`src/dst_pkg.sv`:
```
// Package: register map, field layout and reset values of the DMA status tracker
package dst_pkg;
  localparam int unsigned DST_DATA_W = 16;
  localparam int unsigned DST_ADDR_W = 4;
  localparam int unsigned DST_NUM_CH = 8;
  localparam int unsigned DST_CH_W = 4;
  // Register offsets (word index on the plain register port)
  localparam logic [3:0] DST_OFF_STATUS = 4'h0;
  localparam logic [3:0] DST_OFF_RECENT_ADDR = 4'h1;
  // Field positions in the controller status register
  localparam int unsigned DST_LAC_LSB = 8;
  localparam int unsigned DST_LAC_MSB = 11;
  localparam int unsigned DST_PP_LSB = 0;
  localparam int unsigned DST_PP_MSB = 7;
  // Reset values
  localparam logic [3:0] DST_LAC_RESET = 4'hF;
  localparam logic [7:0] DST_PP_RESET = 8'h00;
  localparam logic [15:0] DST_ADDR_RESET = 16'h0000;
  localparam logic [15:0] DST_UNMAPPED_READ = 16'h0000;
endpackage : dst_pkg

```
`src/dst_pingpong_bit.sv`:
```
// One channel's ping-pong selection flag
`timescale 1ns/1ps
module dst_pingpong_bit
  import dst_pkg::*;
(
  // Clock and reset
  input wire logic core_clk_i,
  input wire logic rst_b_i,
  // Channel events
  input wire logic block_done_i,
  input wire logic pp_enable_i,
  input wire logic ch_restart_i,
  // Status
  output logic use_secondary_o
);
  // Flips after each block in ping-pong mode; a channel restart returns it to primary
  always_ff @(posedge core_clk_i or negedge rst_b_i) begin
    if (!rst_b_i) begin
      use_secondary_o <= 1'b0;
    end else if (ch_restart_i) begin
      use_secondary_o <= 1'b0;
    end else if (block_done_i && pp_enable_i) begin
      use_secondary_o <= ~use_secondary_o;
    end
  end
endmodule // dst_pingpong_bit

```
`src/dst_status_tracker.sv`:
```
// DMA status tracker: last active channel, ping-pong flags, recent RAM address
//
// Chosen here: the register addresses and the strobed register port.
`timescale 1ns/1ps
module dst_status_tracker
  import dst_pkg::*;
#(
  parameter int unsigned NUM_CH = DST_NUM_CH
) (
  // Clock and reset
  input wire logic core_clk_i,
  input wire logic rst_b_i,
  // DMA engine events
  input wire logic [NUM_CH-1:0] xfer_done_i,
  input wire logic [NUM_CH-1:0] block_done_i,
  input wire logic [NUM_CH-1:0] pp_enable_i,
  input wire logic [NUM_CH-1:0] ch_restart_i,
  input wire logic ram_access_i,
  input wire logic [DST_DATA_W-1:0] ram_addr_i,
  // Register port
  input wire logic [DST_ADDR_W-1:0] reg_addr_i,
  input wire logic [DST_DATA_W-1:0] reg_wdata_i,
  input wire logic reg_wr_i,
  input wire logic reg_rd_i,
  output logic [DST_DATA_W-1:0] reg_rdata_o,
  // Status
  output logic [DST_CH_W-1:0] last_active_channel_o,
  output logic [NUM_CH-1:0] pingpong_flags_o
);
  // The status word has room for exactly eight flags, so refuse any other count
  if (NUM_CH != DST_NUM_CH) begin : g_bad_num_ch
    $error("dst_status_tracker serves exactly eight channels");
  end

  logic [DST_CH_W-1:0] last_active_channel;
  logic [NUM_CH-1:0] pingpong_flag;
  logic [DST_DATA_W-1:0] recent_ram_address;
  logic [DST_CH_W-1:0] next_last_active_channel;
  logic [DST_DATA_W-1:0] status_word;
  logic [DST_DATA_W-1:0] next_rdata;

  // Lowest-numbered channel wins if the engine ever reports two at once
  always_comb begin
    next_last_active_channel = last_active_channel;
    for (int i = NUM_CH - 1; i >= 0; i--) begin
      if (xfer_done_i[i]) begin
        next_last_active_channel = DST_CH_W'(i);
      end
    end
  end

  always_ff @(posedge core_clk_i or negedge rst_b_i) begin
    if (!rst_b_i) begin
      last_active_channel <= DST_LAC_RESET;
    end else begin
      last_active_channel <= next_last_active_channel;
    end
  end

  for (genvar g = 0; g < NUM_CH; g++) begin : g_pp
    dst_pingpong_bit u_pp (
      .core_clk_i(core_clk_i),
      .rst_b_i(rst_b_i),
      .block_done_i(block_done_i[g]),
      .pp_enable_i(pp_enable_i[g]),
      .ch_restart_i(ch_restart_i[g]),
      .use_secondary_o(pingpong_flag[g])
    );
  end

  always_ff @(posedge core_clk_i or negedge rst_b_i) begin
    if (!rst_b_i) begin
      recent_ram_address <= DST_ADDR_RESET;
    end else if (ram_access_i) begin
      recent_ram_address <= ram_addr_i;
    end
  end

  always_comb begin
    status_word = '0;
    status_word[DST_LAC_MSB:DST_LAC_LSB] = last_active_channel;
    status_word[DST_PP_MSB:DST_PP_LSB] = pingpong_flag;
  end

  // Writes are decoded nowhere: both registers are hardware-owned
  always_comb begin
    next_rdata = DST_UNMAPPED_READ;
    case (reg_addr_i)
      DST_OFF_STATUS: next_rdata = status_word;
      DST_OFF_RECENT_ADDR: next_rdata = recent_ram_address;
      default: next_rdata = DST_UNMAPPED_READ;
    endcase
  end

  // Read data stands only in the cycle after the strobe
  always_ff @(posedge core_clk_i or negedge rst_b_i) begin
    if (!rst_b_i) begin
      reg_rdata_o <= '0;
    end else if (reg_rd_i) begin
      reg_rdata_o <= next_rdata;
    end else begin
      reg_rdata_o <= '0;
    end
  end

  always_ff @(posedge core_clk_i or negedge rst_b_i) begin
    if (!rst_b_i) begin
      last_active_channel_o <= DST_LAC_RESET;
      pingpong_flags_o <= DST_PP_RESET;
    end else begin
      last_active_channel_o <= last_active_channel;
      pingpong_flags_o <= pingpong_flag;
    end
  end

  logic unused_w;
  assign unused_w = reg_wr_i ^ (^reg_wdata_i);
endmodule // dst_status_tracker

```
`config.mk`:
```
export PLATFORM = sky130hd
export DESIGN_NAME = dst_status_tracker
export DESIGN_NICKNAME = d
export VERILOG_FILES = /design/src/dst_pkg.sv /design/src/dst_pingpong_bit.sv /design/src/dst_status_tracker.sv
export SDC_FILE = /design/constraint.sdc
export NUM_CORES = 1
export LEC_CHECK = 0
export BUFFER_PORTS_ARGS = -buffer_cell sky130_fd_sc_hd__buf_2
export CAP_MARGIN = 0
export CORE_ASPECT_RATIO = 1.25
export CORE_UTILIZATION = 30
export DETAILED_ROUTE_END_ITERATION = 10
export PLACE_DENSITY = 0.53
export SLEW_MARGIN = 20
export SYNTH_ARGS = -nofsm -noshare
export SYNTH_HDL_FRONTEND = slang
export SYNTH_SLANG_ARGS = --single-unit
```
`constraint.sdc`:
```
create_clock -name core_clk_i -period 1.08 [get_ports core_clk_i]
set_input_delay 0.216 -clock core_clk_i [delete_from_list [all_inputs] [get_ports core_clk_i]]
set_output_delay 0.216 -clock core_clk_i [all_outputs]
set_load 0.01 [all_outputs]
```
-- After elaboration in Yosys (flattened, before gate mapping)
Index checks and enable logic that the tools add are counted.
- bits of input ports: 73
- output and inout port bits: 28
- register bits: 56
- word-level logic and storage cells: 66
- muxes and demuxes: 26
- bitwise gates (word level): 8
- equal/unequal tests: 1
- reductions and logical operators: 18
- operators by type and width (kind ; count):
    4-bit 2-to-1 mux ; 8
    16-bit one-hot mux with 2 select lines ; 1
    1-bit 2-to-1 mux ; 16
    16-bit 2-to-1 mux ; 1
    2-bit nonzero test ; 8
    1-bit logical AND ; 8
    1-bit NOT ; 8
    8-bit nonzero test ; 1
    4-bit by 1-bit equality test with 1-bit output, second input constant ; 1
    4-bit zero test ; 1

-- Depth between registers and ports, before layout
- depth in word-level cells: 8
- mapped depth: 5
- gate-level depth less buffers: 3

-- Cells and area by module
From an unflattened synthesis, not the netlist that was laid out.
- cell total of the unflattened synthesis: 135
- area, all modules: 2092.0 um2
- modules (own cells, without submodules) (module ; times used ; cells each ; sequential area each (um2) ; area each (um2)):
    dst_status_tracker ; 1 ; 103 ; 1211.2 ; 1681.6
    dst_pingpong_bit ; 8 ; 4 ; 25.0 ; 51.3

-- Least setup slack after synthesis
Ideal clock, no wire load.
- path kind: input-to-reg
- start: input port reg_addr_i[2]
- end: register reg_rdata_o[8]
- setup time: 0.121 ns
- required time: 0.959 ns
- cell stages on the path: 5
- path buffers: 2
- arrival: 0.876 ns
- setup slack: 0.083 ns
- cells stage by stage: nor2_1 > and4b_1 > buf_6 > buf_8 > a22o_1
- longest elaborated chain between the ends: 3
- RTL lines (element ; RTL line ; RTL):
    from (decl) ; dst_status_tracker.sv:21 ; input wire logic [DST_ADDR_W-1:0] reg_addr_i,
    4-bit by 1-bit equality test with 1-bit output / 4-bit zero test (equally long branches) ; dst_status_tracker.sv:88 ; case (reg_addr_i)
    16-bit one-hot mux with 2 select lines (*) ; dst_status_tracker.sv:88 ;
    16-bit 2-to-1 mux (*) ; dst_status_tracker.sv:99 ; end else if (reg_rd_i) begin
    to (signal assigned) ; dst_status_tracker.sv:100 ; reg_rdata_o <= next_rdata;
    to (decl) ; dst_status_tracker.sv:25 ; output logic [DST_DATA_W-1:0] reg_rdata_o,
Every way passes the cells marked *; elsewhere a longest branch is shown, timed or not.
A chain may end at the register's enable or synchronous reset.

-- Final worst setup path
- start: register last_active_channel_o[0]
- end: output port last_active_channel_o[0]
- RTL lines (element ; RTL line ; RTL):
    from (decl) ; dst_status_tracker.sv:27 ; output logic [DST_CH_W-1:0] last_active_channel_o,
    from (signal assigned) ; dst_status_tracker.sv:111 ; last_active_channel_o <= last_active_channel;
No word-level cell between the ends.

==> qor.csv <==
stage;metric;value;unit
yosys;Distinct cells, synth;24;
floorplanning;Core ar.;6520;um2
setup_path;Slowest-stage cell, CP;dfstp_2;
yosys;Post-Syn Area;2010;um2
clocking;Root Driver;clkbuf_8;
yosys;syn avg cell area;14.9;um2
setup_path;CP Class;flop to output port;
status;status;finished, violations left;
clocking;H-tree Lvls;2;
clocking;clock buffer count from CTS;5;
finish;non-filler cells, final;316;
clocking;TritonCTS clock tree;yes;
timing;final-report setup violation count;4;
setup_path;Critical R2R Capture;last_active_channel[1];
finish;diode count;0;
timing;f_max;871;MHz
placement;placed insts;307;
route;Via density;4.28;
timing;Final Slew Violations;0;
floorplanning;# IOs;101;
global_route;first-pass GRT wire length;6.18;mm
floorplanning;# rows;33;
yosys;sequential fraction of the synthesis area;70.1;%
setup_path;Critical Path, Cell by Cell;buf_6;
finish;filler instances;662;
yosys;Yosys top cell by area;dfrtp_1;
route;antenna-violating nets left;0;
setup_path;crit path DAT;0.93;ns
setup_path;Worst Path Required;0.86;ns
route;initial DRC count;55;
setup_path;CP max stage delay;0.54;ns
yosys;Synth Instances;135;
clocking;clk slew on worst S/H paths;0.10;ns
pwr;pwr/cell area;1420;nW/um2
setup_path;Critical Path End;last_active_channel_o[0];
global_route;antenna violations before repair;0;
floorplanning;Die Width;75.2;um
yosys;largest cells by area after synthesis;dfrtp_1 (60%), dfstp_2 (10%), mux2_1 (5.6%);
timing;unrepaired setup endpoints after global routing;true;
run;max_cap viols;0;
finish;final net count;301;
clocking;Clock Path Buffers;2;
global_route;overall routing resource usage;11.9;%
route;DR DRC count;0;
timing;Final Worst Setup Slack;-0.0675;ns
yosys;Seq cells post-synth;56;
route;via count;1353;
setup_path;Top delay family on crit path;flip-flops;
clocking;Skew-Pair Late Insertion Delay;0.30;ns
setup_path;flop2flop setup slack;0.12;ns
pwr;Leakage;1.41;nW
floorplanning;Die Y-Extent;93.6;um
setup_path;FF-to-FF Start;last_active_channel[1];
yosys;top cells by instance count after synthesis;dfrtp_1 (48), a22o_1 (12), mux2_1 (10), nor2_1 (10);
setup_path;crit path launch type;flop;
finish;fraction of layout cells with a size suffix above 1;48.5;%
timing;fin crit period;1.15;ns
floorplanning;Starting Density;30.8;%
finish;area grow syn2layout;35.0;%
yosys;synth warn;0;
route;drt pass-1 iters;4;
pwr;Max IR drop VDD;0.725;mV
timing;Clock Skews;0.00723;ns
yosys;area share of the largest cell type after synthesis;59.7;%
timing;Worst slew margin;80.4;%
timing;worst slew pin tran;0.294;ns
setup_path;Max FO, Critical Path;1;
setup_path;Setup crit start;last_active_channel_o[0];
global_route;number of global-route vias before repair;1287;
yosys;Synth Flop Type;dfrtp_1;
yosys;ys async rst share;100;%
timing;TNS Setup;-0.232;ns
global_route;pin count of the biggest net entering global routing;57;
clocking;Sink Count;56;
clocking;post-CTS setup buffers;0;
floorplanning;total die area;7040;um2
setup_path;Critical Path Stages;1;
placement;post-detail-place hpwl;2.71;mm
route;final WL;3.75;mm
timing;Hold Vio Cnt, Final;0;
yosys;Syn Nets;208;
setup_path;endpoint class of the critical path;output port;
setup_path;Buf/Inv on CP;1;
status;failing checks;setup timing;
worst_hold_path;Hold Path Class;input pin to flop;
yosys;number of flops mapped to enable cells by yosys;0;
finish;Finished Core Util;41.6;%
placement;Placer Congestion;0.655;
route;Routed WL per cell;11.9;um
placement;# port buffers;83;
setup_path;reg2reg path depth;3;
yosys;top-count cell post-synth;dfrtp_1;
timing;period utilization;106;%
global_route;Overflow after GRT;0;
what timing repair did:
item	in CTS	in global routing
endpoints found under the setup margin	4	6
resized for setup	4	1
hold endpoints to repair	48	0
pin swaps	0	0
hold buffers	1	0
per-stage QoR:
step / cell area, um2 / hold WS [ns] / setup WS, ns / power, mW
4_1_cts: 2710 / 0.0300 / -0.0928 / 3.92
3_5_place_dp: 2580 / 0.239 / 0.0175 / 2.73
6_report: 2720 / 0.0467 / -0.0675 / 3.85
3_3_place_gp: 2580 / 0.238 / 0.00991 / 2.71
5_1_grt: 2720 / 0.0255 / -0.118 / 4.06
2_1_floorplan: 2010 / -0.0796 / 0.0834 / 2.49
layout make-up:
class                           count  area, um2  area share, %
Clock buffer                        7       86.3           3.18
Clock inverter                      1       8.76          0.322
Inverter                            3       11.3          0.415
Multi-Input combinational cell     71        543           20.0
Sequential cell                    56       1410           52.0
Tap cell                           87        109           4.01
Timing Repair Buffer               91        547           20.1
power by group:
part | switching [mW] | internal (mW)
sequential | 0.0665 | 2.23
clock | 0.639 | 0.527
combinational | 0.173 | 0.212
total | 0.878 | 2.97
placed cells by master (no fill, tap or decap), types with 2 or more instances in the layout:
master / count
clkbuf_8: 6
nor4_1: 2
xor2_1: 8
and2_1: 4
dfrtp_1: 48
a21oi_1: 2
buf_6: 5
buf_12: 3
nor2_1: 10
buf_2: 78
dfstp_2: 8
mux2_1: 10
nor3_1: 2
nand2_1: 8
a22o_1: 12
inv_1: 3
buf_4: 4
mux2_2: 6
per-layer routing:
layer | GRT usage [%] | wire [um] | up-vias
li1 | - | - | 646
met1 | 15.1 | 1600 | 649
met2 | 18.2 | 1860 | 56
met3 | 4.85 | 270 | 2
met4 | 3.70 | 17 | 0
met5 | 0 | 0 | -
flip-flops by register name, summed over array words and instances, names as in the netlist:
name / flops
recent_ram_address: 16
reg_rdata_o: 16
g_pp.u_pp.use_secondary_o: 8
pingpong_flags_o: 8
last_active_channel: 4
last_active_channel_o: 4
cells by family (layout without fill, tap and decap cells):
| logic type | count (synthesis) | in the layout | share of synthesized area, % |
|---|---|---|---|
| DFF | 56 | 56 | 70.1 |
| and+or+nand+nor | 30 | 30 | 7.53 |
| AOI/OAI and AO/OA | 17 | 17 | 7.03 |
| muxes | 16 | 16 | 8.96 |
| xor gates and xnor gates | 8 | 8 | 3.48 |
| buffers and inverters | 8 | 102 | 2.86 |
worst min-delay path by stage:
stage               slack, ns                            to            start  cells after the start
floorplan               -0.08  g_pp[0].u_pp.use_secondary_o          rst_b_i                      0
global placement         0.24  g_pp[5].u_pp.use_secondary_o          rst_b_i                      2
detailed placement       0.24           pingpong_flags_o[5]          rst_b_i                      2
CTS                      0.03  g_pp[5].u_pp.use_secondary_o  ch_restart_i[5]                      2
global route             0.03  g_pp[5].u_pp.use_secondary_o  ch_restart_i[5]                      2
finish                   0.05  g_pp[5].u_pp.use_secondary_o  ch_restart_i[5]                      2
Power figures use the tool's default switching activity.
